`src/common/pcsc_pkg.sv`:
```
// constants and types shared by both ends of the processor clock state link
// assumes a single 50 MHz system clock and synchronous active-high reset
package pcsc_pkg;

  // ---------------------------------------------------------------------------
  // clock states
  // ---------------------------------------------------------------------------
  typedef enum logic [2:0] {
    PCSC_NORMAL      = 3'h0,
    PCSC_STOP_GRANT  = 3'h1,
    PCSC_AUTO_HALT   = 3'h2,
    PCSC_QUICK_START = 3'h3,
    PCSC_SNOOP       = 3'h4,
    PCSC_SLEEP       = 3'h5,
    PCSC_DEEP_SLEEP  = 3'h6
  } pcsc_state_t;

  // ---------------------------------------------------------------------------
  // event vector layout
  // ---------------------------------------------------------------------------
  localparam int EV_W     = 5;
  localparam int EV_NMI   = 0;
  localparam int EV_MASKABLE_INTERRUPT  = 1;
  localparam int EV_INIT  = 2;
  localparam int EV_SMI   = 3;
  localparam int EV_FLUSH = 4;

  // ---------------------------------------------------------------------------
  // timing
  // ---------------------------------------------------------------------------
  localparam int CLK_PERIOD_NS   = 20;
  localparam int DEEP_EXIT_NS    = 30000;
  localparam int DEEP_EXIT_CYC   = (DEEP_EXIT_NS / CLK_PERIOD_NS < 1) ? 1 : DEEP_EXIT_NS / CLK_PERIOD_NS;
  localparam int QS_EXIT_CYC     = 8;
  localparam int SG_EXIT_CYC     = 10;
  localparam int SLEEP_EXIT_CYC  = 10;
  localparam int INIT_CYC        = 4;
  localparam int SNOOP_CYC       = 2;
  localparam int CNT_W           = 11;
  localparam int SNP_W           = 2;

  // low-power states in which inputs must stay still
  function automatic logic pcsc_restricted(input pcsc_state_t st);
    pcsc_restricted = (st == PCSC_QUICK_START) || (st == PCSC_SLEEP) || (st == PCSC_DEEP_SLEEP);
  endfunction

endpackage

```
`src/common/pcsc_link_if.sv`:
```
// link between the system controller end and the processor clock control end
// assumes both ends run on the same clk_sys
`timescale 1ns/1ps
interface pcsc_link_if;
  import pcsc_pkg::*;
  // requests toward the processor
  logic                clock_stop_request_n;
  logic                sleep_request_n;
  logic                strap_select_line;
  logic                bus_init_n;
  logic                system_mgmt_interrupt_n;
  logic                maskable_interrupt;
  logic                nonmaskable_interrupt;
  logic                soft_init_n;
  logic                cache_flush_request_n;
  logic                addr_bit20_mask_n;
  logic                probe_request_n;
  logic                priority_agent_request_n;
  logic                snoop_req;
  logic                bus_clock_running;
  logic                cpu_reset;
  // answers from the processor
  pcsc_state_t         clk_state;
  logic                stop_grant_ack;
  logic                halt_bus_cycle;

  modport dev (
    input  clock_stop_request_n, sleep_request_n, strap_select_line, bus_init_n,
    input  system_mgmt_interrupt_n, maskable_interrupt, nonmaskable_interrupt, soft_init_n,
    input  cache_flush_request_n, addr_bit20_mask_n, probe_request_n, priority_agent_request_n,
    input  snoop_req, bus_clock_running, cpu_reset,
    output clk_state, stop_grant_ack, halt_bus_cycle
  );
  modport sys (
    output clock_stop_request_n, sleep_request_n, strap_select_line, bus_init_n,
    output system_mgmt_interrupt_n, maskable_interrupt, nonmaskable_interrupt, soft_init_n,
    output cache_flush_request_n, addr_bit20_mask_n, probe_request_n, priority_agent_request_n,
    output snoop_req, bus_clock_running, cpu_reset,
    input  clk_state, stop_grant_ack, halt_bus_cycle
  );
endinterface

```
`src/core/pcsc_cpu_end.sv`:
```
// processor end: clock state machine with snoop, sleep and deep sleep handling
// assumes link inputs synchronous to clk_sys; stopped bus clock shown by bus_clock_running low
`timescale 1ns/1ps

// Behaviour
// seven clock states, only defined transitions
// halt instruction moves Normal to Auto Halt
// halt break events return Auto Halt to Normal
// stop request in Auto Halt grants, acknowledges
// stop release returns Auto Halt, no halt cycle
// management interrupt taken; return to halt silent
// flush serviced in halt; mask, probe recognized
// strap at reset picks Quick Start or Grant
// Stop Grant snoops, latches one of each event
// stop release or bus init leaves Stop Grant
// after bus init re-enter Grant if requested
// reset in Grant/Quick Start stays there
// Sleep only from Stop Grant on request
// Quick Start serves only priority agent snoops
// system keeps inputs still in Quick Start
// Quick Start exits only on stop release
// clock stop in Sleep/Quick Start: Deep Sleep
// snoop state until serviced and bus quiet
// snoop from Quick Start keeps its restrictions
// system holds inputs still around Sleep
// reset in Sleep releases sleep and stop
// Deep Sleep exits within thirty microseconds
// bus clock stopped low for Deep Sleep
// Quick Start to Normal takes eight clocks
module pcsc_cpu_end
  import pcsc_pkg::*;
(
  // clock and reset
  input  wire logic         clk_sys,
  input  wire logic         rst,
  // link to system controller
  pcsc_link_if.dev          lk,
  // core side
  input  wire logic         halt_instruction,
  input  wire logic         smm_return,
  input  wire logic         smm_return_halt,
  output logic [EV_W-1:0]   service_events,
  output logic              init_pulse,
  output logic              flush_ack,
  output logic              smi_taken,
  output logic              snoop_done,
  output logic              probe_seen,
  output logic              addr_mask_level,
  output logic              sys_mgmt_mode
);

  // ---------------------------------------------------------------------------
  // state
  // ---------------------------------------------------------------------------
  typedef struct packed {
    pcsc_state_t       state;
    pcsc_state_t       prior;
    pcsc_state_t       go_state;
    logic [CNT_W-1:0]  cnt;
    logic [SNP_W-1:0]  snp_left;
    logic              bus_init_n_ret;
    logic              from_halt;
    logic              qs_sel;
    logic              strap_taken;
    logic              smm_halt;
    logic [EV_W-1:0]   pend;
    logic [EV_W-1:0]   ev_prev;
    logic              probe_prev;
    logic              stop_grant_ack;
    logic              halt_bus_cycle;
    logic [EV_W-1:0]   service_events;
    logic              init_pulse;
    logic              flush_ack;
    logic              smi_taken;
    logic              snoop_done;
    logic              probe_seen;
    logic              addr_mask;
  } pcsc_cpu_t;

  pcsc_cpu_t s_r;
  pcsc_cpu_t s_nxt;

  localparam pcsc_cpu_t CPU_RST = '{
    state: PCSC_NORMAL, prior: PCSC_NORMAL, go_state: PCSC_NORMAL,
    default: '0
  };

  // ---------------------------------------------------------------------------
  // next state
  // ---------------------------------------------------------------------------
  always_comb begin
    logic [EV_W-1:0] ev_now;
    logic [EV_W-1:0] ev_rise;
    logic            stop_req;
    logic            snoop_hit;
    pcsc_state_t     stop_tgt;
    ev_now               = '0;
    ev_now[EV_NMI]       = lk.nonmaskable_interrupt;
    ev_now[EV_MASKABLE_INTERRUPT]      = lk.maskable_interrupt;
    ev_now[EV_INIT]      = ~lk.soft_init_n;
    ev_now[EV_SMI]       = ~lk.system_mgmt_interrupt_n;
    ev_now[EV_FLUSH]     = ~lk.cache_flush_request_n;
    ev_rise              = ev_now & ~s_r.ev_prev;
    stop_req             = ~lk.clock_stop_request_n;
    stop_tgt             = s_r.qs_sel ? PCSC_QUICK_START : PCSC_STOP_GRANT;
    snoop_hit            = lk.snoop_req &&
                           ((s_r.state != PCSC_QUICK_START) || !lk.priority_agent_request_n);

    s_nxt                = s_r;
    s_nxt.stop_grant_ack = 1'b0;
    s_nxt.halt_bus_cycle = 1'b0;
    s_nxt.service_events = '0;
    s_nxt.init_pulse     = 1'b0;
    s_nxt.flush_ack      = 1'b0;
    s_nxt.smi_taken      = 1'b0;
    s_nxt.snoop_done     = 1'b0;
    s_nxt.probe_seen     = 1'b0;
    s_nxt.ev_prev        = ev_now;
    s_nxt.probe_prev     = lk.probe_request_n;

    if (!s_r.strap_taken) begin
      s_nxt.strap_taken = 1'b1;
      s_nxt.qs_sel      = ~lk.strap_select_line;
    end else if (lk.cpu_reset) begin
      s_nxt.qs_sel     = ~lk.strap_select_line;
      s_nxt.init_pulse = 1'b1;
      s_nxt.cnt        = '0;
      s_nxt.pend       = '0;
      s_nxt.bus_init_n_ret  = 1'b0;
      s_nxt.smm_halt   = 1'b0;
      s_nxt.from_halt  = 1'b0;
      if ((s_r.state == PCSC_STOP_GRANT) || (s_r.state == PCSC_QUICK_START)) begin
        s_nxt.state = s_r.state;
      end else begin
        s_nxt.state = PCSC_NORMAL;
      end
    end else if (s_r.cnt != '0) begin
      s_nxt.cnt = s_r.cnt - 1'b1;
      if (s_r.state == PCSC_STOP_GRANT) begin
        s_nxt.pend = s_r.pend | ev_rise;
      end
      if (s_r.cnt == CNT_W'(1)) begin
        s_nxt.bus_init_n_ret = 1'b0;
        if (s_r.bus_init_n_ret && stop_req) begin
          s_nxt.state          = PCSC_STOP_GRANT;
          s_nxt.stop_grant_ack = 1'b1;
        end else begin
          s_nxt.state = s_r.go_state;
          if (s_r.go_state == PCSC_NORMAL) begin
            s_nxt.service_events = s_nxt.pend;
            s_nxt.pend           = '0;
            s_nxt.from_halt      = 1'b0;
          end
        end
      end
    end else begin
      case (s_r.state)
        PCSC_NORMAL: begin
          if (s_r.smm_halt && smm_return_halt) begin
            s_nxt.state    = PCSC_AUTO_HALT;
            s_nxt.smm_halt = 1'b0;
          end else if (s_r.smm_halt && smm_return) begin
            s_nxt.smm_halt = 1'b0;
          end else if (stop_req) begin
            s_nxt.state          = stop_tgt;
            s_nxt.stop_grant_ack = 1'b1;
            s_nxt.from_halt      = 1'b0;
          end else if (halt_instruction) begin
            s_nxt.state          = PCSC_AUTO_HALT;
            s_nxt.halt_bus_cycle = 1'b1;
          end
        end
        PCSC_AUTO_HALT: begin
          s_nxt.addr_mask  = ~lk.addr_bit20_mask_n;
          s_nxt.probe_seen = lk.probe_request_n != s_r.probe_prev;
          if (snoop_hit) begin
            s_nxt.state    = PCSC_SNOOP;
            s_nxt.prior    = PCSC_AUTO_HALT;
            s_nxt.snp_left = SNP_W'(SNOOP_CYC);
          end else if (stop_req) begin
            s_nxt.state          = stop_tgt;
            s_nxt.stop_grant_ack = 1'b1;
            s_nxt.from_halt      = 1'b1;
          end else if (ev_now[EV_SMI]) begin
            s_nxt.state     = PCSC_NORMAL;
            s_nxt.smi_taken = 1'b1;
            s_nxt.smm_halt  = 1'b1;
          end else if (ev_rise[EV_FLUSH]) begin
            s_nxt.flush_ack = 1'b1;
          end else if (ev_now[EV_NMI] || ev_now[EV_MASKABLE_INTERRUPT] || ev_now[EV_INIT] || !lk.bus_init_n) begin
            s_nxt.state = PCSC_NORMAL;
          end
        end
        PCSC_STOP_GRANT: begin
          s_nxt.pend = s_r.pend | ev_rise;
          if (!lk.bus_init_n) begin
            s_nxt.init_pulse = 1'b1;
            s_nxt.bus_init_n_ret  = 1'b1;
            s_nxt.go_state   = PCSC_NORMAL;
            s_nxt.cnt        = CNT_W'(INIT_CYC);
          end else if (!stop_req) begin
            s_nxt.go_state = s_r.from_halt ? PCSC_AUTO_HALT : PCSC_NORMAL;
            s_nxt.cnt      = CNT_W'(SG_EXIT_CYC);
          end else if (snoop_hit) begin
            s_nxt.state    = PCSC_SNOOP;
            s_nxt.prior    = PCSC_STOP_GRANT;
            s_nxt.snp_left = SNP_W'(SNOOP_CYC);
          end else if (!lk.sleep_request_n) begin
            s_nxt.state = PCSC_SLEEP;
          end
        end
        PCSC_QUICK_START: begin
          if (snoop_hit) begin
            s_nxt.state    = PCSC_SNOOP;
            s_nxt.prior    = PCSC_QUICK_START;
            s_nxt.snp_left = SNP_W'(SNOOP_CYC);
          end else if (!stop_req) begin
            s_nxt.go_state = s_r.from_halt ? PCSC_AUTO_HALT : PCSC_NORMAL;
            s_nxt.cnt      = CNT_W'(QS_EXIT_CYC);
          end else if (!lk.bus_clock_running) begin
            s_nxt.state = PCSC_DEEP_SLEEP;
            s_nxt.prior = PCSC_QUICK_START;
          end
        end
        PCSC_SNOOP: begin
          if (s_r.prior == PCSC_STOP_GRANT) begin
            s_nxt.pend = s_r.pend | ev_rise;
          end
          if (s_r.snp_left != '0) begin
            s_nxt.snp_left = s_r.snp_left - 1'b1;
          end else if (!lk.snoop_req && lk.priority_agent_request_n) begin
            s_nxt.state      = s_r.prior;
            s_nxt.snoop_done = 1'b1;
          end
        end
        PCSC_SLEEP: begin
          if (!lk.bus_clock_running) begin
            s_nxt.state = PCSC_DEEP_SLEEP;
            s_nxt.prior = PCSC_SLEEP;
          end else if (lk.sleep_request_n) begin
            s_nxt.go_state = PCSC_STOP_GRANT;
            s_nxt.cnt      = CNT_W'(SLEEP_EXIT_CYC);
          end
        end
        PCSC_DEEP_SLEEP: begin
          if (lk.bus_clock_running) begin
            s_nxt.go_state = s_r.prior;
            s_nxt.cnt      = CNT_W'(DEEP_EXIT_CYC);
          end
        end
        default: begin
          s_nxt.state = PCSC_NORMAL;
        end
      endcase
    end
  end

  // ---------------------------------------------------------------------------
  // registers
  // ---------------------------------------------------------------------------
  always_ff @(posedge clk_sys) begin
    if (rst) begin
      s_r <= CPU_RST;
    end else begin
      s_r <= s_nxt;
    end
  end

  assign lk.clk_state      = s_r.state;
  assign lk.stop_grant_ack = s_r.stop_grant_ack;
  assign lk.halt_bus_cycle = s_r.halt_bus_cycle;
  assign service_events    = s_r.service_events;
  assign init_pulse        = s_r.init_pulse;
  assign flush_ack         = s_r.flush_ack;
  assign smi_taken         = s_r.smi_taken;
  assign snoop_done        = s_r.snoop_done;
  assign probe_seen        = s_r.probe_seen;
  assign addr_mask_level   = s_r.addr_mask;
  assign sys_mgmt_mode     = s_r.smm_halt;

endmodule

```
`src/flat_wrapper.sv`:
```
// flat-port wrapper written by rule: the top's interface ports become plain ports
module pcsc_cpu_end_flat import pcsc_pkg::*;
  (clk_sys, rst, halt_instruction, smm_return, smm_return_halt, service_events, init_pulse, flush_ack, smi_taken, snoop_done, probe_seen, addr_mask_level, sys_mgmt_mode, lk_clock_stop_request_n, lk_sleep_request_n, lk_strap_select_line, lk_bus_init_n, lk_system_mgmt_interrupt_n, lk_maskable_interrupt, lk_nonmaskable_interrupt, lk_soft_init_n, lk_cache_flush_request_n, lk_addr_bit20_mask_n, lk_probe_request_n, lk_priority_agent_request_n, lk_snoop_req, lk_bus_clock_running, lk_cpu_reset, lk_clk_state, lk_stop_grant_ack, lk_halt_bus_cycle);
  pcsc_link_if lk_i ();
  input  wire logic clk_sys;
  input  wire logic rst;
  input  wire logic halt_instruction;
  input  wire logic smm_return;
  input  wire logic smm_return_halt;
  output logic [EV_W-1:0] service_events;
  output logic init_pulse;
  output logic flush_ack;
  output logic smi_taken;
  output logic snoop_done;
  output logic probe_seen;
  output logic addr_mask_level;
  output logic sys_mgmt_mode;
  input wire logic [$bits(lk_i.clock_stop_request_n)-1:0] lk_clock_stop_request_n;
  input wire logic [$bits(lk_i.sleep_request_n)-1:0] lk_sleep_request_n;
  input wire logic [$bits(lk_i.strap_select_line)-1:0] lk_strap_select_line;
  input wire logic [$bits(lk_i.bus_init_n)-1:0] lk_bus_init_n;
  input wire logic [$bits(lk_i.system_mgmt_interrupt_n)-1:0] lk_system_mgmt_interrupt_n;
  input wire logic [$bits(lk_i.maskable_interrupt)-1:0] lk_maskable_interrupt;
  input wire logic [$bits(lk_i.nonmaskable_interrupt)-1:0] lk_nonmaskable_interrupt;
  input wire logic [$bits(lk_i.soft_init_n)-1:0] lk_soft_init_n;
  input wire logic [$bits(lk_i.cache_flush_request_n)-1:0] lk_cache_flush_request_n;
  input wire logic [$bits(lk_i.addr_bit20_mask_n)-1:0] lk_addr_bit20_mask_n;
  input wire logic [$bits(lk_i.probe_request_n)-1:0] lk_probe_request_n;
  input wire logic [$bits(lk_i.priority_agent_request_n)-1:0] lk_priority_agent_request_n;
  input wire logic [$bits(lk_i.snoop_req)-1:0] lk_snoop_req;
  input wire logic [$bits(lk_i.bus_clock_running)-1:0] lk_bus_clock_running;
  input wire logic [$bits(lk_i.cpu_reset)-1:0] lk_cpu_reset;
  output wire logic [$bits(lk_i.clk_state)-1:0] lk_clk_state;
  output wire logic [$bits(lk_i.stop_grant_ack)-1:0] lk_stop_grant_ack;
  output wire logic [$bits(lk_i.halt_bus_cycle)-1:0] lk_halt_bus_cycle;
  assign lk_i.clock_stop_request_n = lk_clock_stop_request_n;
  assign lk_i.sleep_request_n = lk_sleep_request_n;
  assign lk_i.strap_select_line = lk_strap_select_line;
  assign lk_i.bus_init_n = lk_bus_init_n;
  assign lk_i.system_mgmt_interrupt_n = lk_system_mgmt_interrupt_n;
  assign lk_i.maskable_interrupt = lk_maskable_interrupt;
  assign lk_i.nonmaskable_interrupt = lk_nonmaskable_interrupt;
  assign lk_i.soft_init_n = lk_soft_init_n;
  assign lk_i.cache_flush_request_n = lk_cache_flush_request_n;
  assign lk_i.addr_bit20_mask_n = lk_addr_bit20_mask_n;
  assign lk_i.probe_request_n = lk_probe_request_n;
  assign lk_i.priority_agent_request_n = lk_priority_agent_request_n;
  assign lk_i.snoop_req = lk_snoop_req;
  assign lk_i.bus_clock_running = lk_bus_clock_running;
  assign lk_i.cpu_reset = lk_cpu_reset;
  assign lk_clk_state = lk_i.clk_state;
  assign lk_stop_grant_ack = lk_i.stop_grant_ack;
  assign lk_halt_bus_cycle = lk_i.halt_bus_cycle;
  pcsc_cpu_end u_core (.clk_sys(clk_sys), .rst(rst), .lk(lk_i), .halt_instruction(halt_instruction), .smm_return(smm_return), .smm_return_halt(smm_return_halt), .service_events(service_events), .init_pulse(init_pulse), .flush_ack(flush_ack), .smi_taken(smi_taken), .snoop_done(snoop_done), .probe_seen(probe_seen), .addr_mask_level(addr_mask_level), .sys_mgmt_mode(sys_mgmt_mode));
endmodule
```
`config.mk`:
```
export PLATFORM = sky130hd
export DESIGN_NAME = pcsc_cpu_end_flat
export DESIGN_NICKNAME = d
export VERILOG_FILES = /design/src/common/pcsc_pkg.sv /design/src/common/pcsc_link_if.sv /design/src/core/pcsc_cpu_end.sv /design/src/flat_wrapper.sv
export SDC_FILE = /design/constraint.sdc
export NUM_CORES = 1
export LEC_CHECK = 0
export BUFFER_PORTS_ARGS = -buffer_cell sky130_fd_sc_hd__buf_2
export CAP_MARGIN = 10
export CORE_MARGIN = 2
export CORE_UTILIZATION = 40
export CTS_CLUSTER_DIAMETER = 150
export DETAILED_ROUTE_END_ITERATION = 10
export SLEW_MARGIN = 30
export SYNTH_ARGS = -nofsm -noshare
export SYNTH_HDL_FRONTEND = slang
export SYNTH_SLANG_ARGS = --single-unit
```
`constraint.sdc`:
```
create_clock -name clk_sys -period 2.9 [get_ports clk_sys]
set_clock_uncertainty 0.15 [all_clocks]
set_input_delay 0 -clock clk_sys [delete_from_list [all_inputs] [get_ports clk_sys]]
set_output_delay 0 -clock clk_sys [all_outputs]
set_load 0.03 [all_outputs]
```
# Word-level counts from Yosys, hierarchy flattened
# Cells that the tools add are included.
[word_totals]
reg_bits = 51
input_bits = 20
out_inout_bits = 17
[op_classes]
addsub = 2
n_eq_ne = 60
n_mux = 110
bitwise = 17
reduce_logical = 44
[ops]
columns = ["op", "n"]
rows = [
  ["$mux 14", 7],
  ["$mux 3", 20],
  ["$pmux 14 s4", 1],
  ["$mux 5", 11],
  ["$mux 6", 9],
  ["$ne 4x3->1 const B", 9],
  ["$mux 1", 35],
  ["$mux 2", 15],
  ["$mux 26", 1],
  ["$mux 11", 2],
  ["$ne 2x2->1 const B", 11],
  ["$ne 3x3->1 const B", 7],
  ["$pmux 3 s7", 1],
  ["$ne 4x4->1 const B", 5],
  ["$reduce_and 10->1", 2],
  ["$reduce_and 16->1", 1],
  ["$reduce_bool 4->1", 4],
  ["$reduce_or 8->1", 2],
  ["$ne 5x4->1 const B", 3],
  ["$not 1->1", 14],
  ["$reduce_and 7->1", 2],
  ["$reduce_or 7->1", 2],
  ["$mux 13", 1],
  ["$ne 3x2->1 const B", 4],
  ["39 further kinds", 64],
]

# Depth between registers and ports, before layout
[logic_depth]
ltp_word = 11
mapped_depth = 10
mapped_depth_nobuf = 8

# Worst setup path before layout
# Ideal clock, no wire load.
[synth_timing]
path_type = "reg2reg"
from = "register u_core.s_r[37] (netlist name)"
to = "register u_core.s_r, in the netlist u_core.lk.clk_state[2]"
setup_time_ns = 0.123
arrival_time_ns = 1.982
slack_ns = 0.645
path_stages_with_launch = 8
path_buffers = 1
period_less_slack_ns = 2.255
path_cell_list = "dfxtp_1 buf_2 or4_4 nor4_2 o21ai_1 a221oi_2 nand2_1 mux2_1"
[synth_via]
elab_chain_len = 3
elab_cells_between_ends = 19
[synth_rtl]
columns = ["item", "line_no", "source"]
rows = [
  ["start: declaration", "pcsc_cpu_end.sv:80", "pcsc_cpu_t s_r;"],
  ["start signal: assignment", "pcsc_cpu_end.sv:265", "s_r <= s_nxt;"],
  ["$reduce_bool 11->1 or $eq 11x1->1 (tied branches)", "pcsc_cpu_end.sv:137, pcsc_cpu_end.sv:142", ""],
  ["$ne 7x7->1 (no line) (tied with other cells)", "n/a", ""],
  ["$reduce_and 16->1 (no line) or $mux 3 (tied branches)", "n/a", ""],
]
# Parallel ways exist; a longest one is shown, timed or not.
# A chain may end at the register's enable or synchronous reset.

# Worst setup path after layout
[layout_timing]
from = "register u_core.s_r, in the netlist u_core.lk.clk_state[1]"
to = "register u_core.s_r, in the netlist u_core.lk.clk_state[2]"
[layout_via]
elab_chain_len = 9
elab_cells_between_ends = 34
[layout_rtl]
columns = ["item", "line_no", "source"]
rows = [
  ["$ne 3x2->1", "pcsc_cpu_end.sv:107", "((s_r.state != PCSC_QUICK_START) || !lk.priority_agent_request_n);"],
  ["$logic_or 1x1->1", "pcsc_cpu_end.sv:107", ""],
  ["$logic_and 1x1->1", "pcsc_cpu_end.sv:106", "snoop_hit = lk.snoop_req &&"],
  ["$mux 3", "pcsc_cpu_end.sv:204", "end else if (snoop_hit) begin"],
  ["$mux 6", "pcsc_cpu_end.sv:201", "end else if (!stop_req) begin"],
  ["$mux 6", "pcsc_cpu_end.sv:196", "if (!lk.bus_init_n) begin"],
  ["$pmux 3 s7", "pcsc_cpu_end.sv:157", "case (s_r.state)"],
  ["$mux 3", "pcsc_cpu_end.sv:137", "end else if (s_r.cnt != '0) begin"],
  ["$mux 3", "pcsc_cpu_end.sv:124", "end else if (lk.cpu_reset) begin"],
]
# Parallel ways exist; a longest one is shown, timed or not. The select of a mux whose other input is x is not followed.

==> impl_metrics.env <==
export IMPL_hold_path_class="primary input to register"
export IMPL_path_buf_inv=1
export IMPL_first_iter_violations=238
export IMPL_synthFlopType="dfxtp_1"
export IMPL_regArea_um2=1021
export IMPL_avgSynthCellArea_um2=7.992
export IMPL_drt_wl_total_um=8534
export IMPL_r2r_slack_ns=0.30
export IMPL_die_h_um=90.45
export IMPL_muxShareOfSynthArea=0.03391
export IMPL_path_class="register to register"
export IMPL_path_cells="buf_4, nor4b_1, o221a_2, a31o_2, o21ai_0, nand2_1, mux2_1"
export IMPL_cts_made_buffers=5
export IMPL_yosysUniqueCellTypes=68
export IMPL_syn_inst=374
export IMPL_worst_slew_pin_slew_ns=0.6642
export IMPL_power_total_mw=2.908
export IMPL_synth_top_family_by_area="simple AND/OR/NAND/NOR gates"
export IMPL_ys_warn_count=0
export IMPL_synth_seq_area_share=0.3416
export IMPL_endpoint_kind="register"
export IMPL_syn_to_final_growth_pct=16.12
export IMPL_ant_nets=0
export IMPL_synth_area_um2=2989
export IMPL_cap_violations=0
export IMPL_synth_adder_area_share=0.01674
export IMPL_critical_path_arrival_ns=2.66
export IMPL_finalSetupTns_ns=0
export IMPL_rsz0062_at_grt="false"
export IMPL_setup_viol_count_final=0
export IMPL_dpl_cell_area_um2=3232
export IMPL_powerDensity_nw_per_um2=837.9
export IMPL_grt_overflow_total=0
export IMPL_vias_per_cell=5.656
export IMPL_die_area_um2=8180
export IMPL_grt_pass1_wl_um=14210
export IMPL_floorplan_core_area_um2=7253
export IMPL_leakagePower_nw=1.376
export IMPL_io_buffer_count=36
export IMPL_nFillCells=753
export IMPL_yosys_register_bits=51
export IMPL_ctsHtreeMaxLevel=2
export IMPL_track_usage=0.2141
export IMPL_critPathMaxStageDelay_ns=0.62
export IMPL_peakVddDrop_v=0.0005942
export IMPL_outcome="complete, no violations"
export IMPL_cp_required_ns=2.96
export IMPL_die_w_um=90.45
export IMPL_multi_input_area_um2=1745
export IMPL_largest_reg_flops=34
export IMPL_via_count=2907
export IMPL_final_core_utilization=0.4785
export IMPL_clockBufferDepth=2
export IMPL_drc=0
export IMPL_grt_pass1_vias=2814
export IMPL_boundaryPins=37
export IMPL_grt_max_degree=31
export IMPL_drv_slew=0
export IMPL_regMostFlops="u_core.s_r"
export IMPL_cts_clk_slew_worst_paths_ns=0.10
export IMPL_synth_nets=398
export IMPL_slew_headroom=0.5510
export IMPL_cts_setup_buffers=0
export IMPL_root_buffer="clkbuf_8"
export IMPL_cts_tree="yes"
export IMPL_drive_above_1_share=0.1855
export IMPL_num_rows=31
export IMPL_place_congestion=0.9572
export IMPL_synthXorXnorAreaFrac=0.005860
export IMPL_antenna_found_initial=0
export IMPL_yosys_area_share_simple=0.2913
export IMPL_clk_latency_ns=0.31
export IMPL_synth_edff_count=0
export IMPL_synth_compound_area_frac=0.2361
export IMPL_async_flop_share=0
export IMPL_wl_per_cell_um=16.60
export IMPL_cts_sinks=51
export IMPL_fmax_mhz=384.2
export IMPL_drt_pass1_iterations=4
export IMPL_period_needed_ns=2.603
export IMPL_num_nets_final=438
export IMPL_path_delay_family="simple AND/OR/NAND/NOR gates"
export IMPL_num_antenna_cells=0
export IMPL_fin_area_um2=3471
export IMPL_period_share=0.8974
export IMPL_crit_path_max_fanout=15
export IMPL_slowest_stage="nor4b_1"
export IMPL_finalHoldViolations=0
export IMPL_critPathLaunchType="register"
export IMPL_place_hpwl_um=6450
export IMPL_start_util=0.4121
## layout make-up
type / instances / share of cell area
Clock buffer: 6 / 0.02379
Inverter: 13 / 0.01406
Sequential cell: 51 / 0.2942
Multi-Input combinational cell: 278 / 0.5029
Timing Repair Buffer: 65 / 0.1247
Tap cell: 99 / 0.03569
Clock inverter: 2 / 0.004686
## Yosys cell counts (2+ instances only)
cell type	instances	area [um2]
nand2b_1	7	43.79
nand4_1	4	25.02
nor4b_1	4	35.03
o211ai_1	3	22.52
nor4_1	6	37.54
buf_1	4	15.01
clkbuf_1	13	48.80
o22ai_1	3	18.77
nor3b_1	2	15.01
nor4_4	2	42.54
a21oi_1	29	145.1
a211o_1	3	26.28
a22o_1	6	52.55
ha_1	4	50.05
nand3_1	6	30.03
nor3_2	2	20.02
or4_4	2	22.52
or3_1	3	18.77
buf_6	2	22.52
o31ai_1	2	15.01
dfxtp_1	51	1021
mux2i_1	9	90.09
and3_1	4	25.02
buf_4	9	67.56
nor4_2	3	37.54
and2_1	2	12.51
buf_2	4	20.02
inv_1	12	45.04
a31o_2	2	17.52
and3b_1	3	26.28
nand2_1	28	105.1
nor2_1	52	195.2
a2bb2oi_1	2	17.52
nor2b_1	13	81.33
a31oi_1	5	31.28
o21ai_0	19	95.09
a41oi_1	2	17.52
a211oi_1	5	37.54
or4_1	2	15.01
a21o_1	3	22.52
a2111oi_0	4	35.03
nor3_1	7	35.03
## repair_timing
item | 4_1_cts | 5_1_grt
endpoints found under the hold margin | 29 | 0
hold buffers | 14 | 0
endpoints found under the setup margin | 0 | 0
gates resized for setup | 0 | 0
## path summary, 6_finish.rpt
check	startpoint	end	cells past startpoint
worst min-delay path	lk_bus_clock_running	u_core.s_r[38]	4
worst max-delay path	u_core.lk.clk_state[1]	u_core.lk.clk_state[2]	7
worst min register to register	u_core.s_r[18]	u_core.flush_ack	1
worst max register to register	u_core.lk.clk_state[1]	u_core.lk.clk_state[2]	7
## cells in the final DEF (no fill, tap or decap), types with 7 or more instances in the layout
master and instances:
buf_4 15, a21oi_1 29, dlygate4sd3_1 14, o21ai_0 19, mux2i_1 9, buf_2 36, dfxtp_1 51, inv_1 12
nor3_1 7, nand2_1 28, nor2_1 52, nor2b_1 13, nand2b_1 7
## per-layer routing
layer / global-route usage / share of wire / vias up
met1: 0.2859 / 0.46 / 1361
li1: - / - / 1433
met3: 0.03088 / 0.053 / 21
met4: 0.08205 / 0.029 / 0
met5: 0 / 0 / -
met2: 0.3496 / 0.46 / 92
## worst register-to-register path: cells and delay by family, from the launching register on
| family | cells | cell delay (ns) |
|---|---|---|
| mux | 1 | 0.33 |
| compound gates | 3 | 0.54 |
| buf+inv | 1 | 0.25 |
| simple gates | 2 | 0.77 |
| flops | 1 | 0.46 |
## where the power goes
| part | switching (mW) | internal [mW] |
|---|---|---|
| clock | 0.249 | 0.195 |
| sequential | 0.116 | 0.770 |
| combinational | 0.939 | 0.639 |
| total | 1.30 | 1.60 |
## metrics by stage
stage | instances | hold slack (ns) | setup WS [ns]
floorplan | 374 | -0.07762 | 0.6447
global placement | 492 | 0.03967 | 0.3510
detailed placement | 492 | 0.03809 | 0.3446
CTS | 514 | 0.03322 | 0.3230
global route | 514 | 0.1147 | 0.1495
finish | 514 | 0.04896 | 0.2975
## cell families after synthesis
family | count (synthesis)
fa+ha+maj | 4
buf+inv | 45
mux | 10
simple gates | 158
compound gates | 104
xor+xnor | 2
flops | 51
Power figures use the tool's default switching activity.
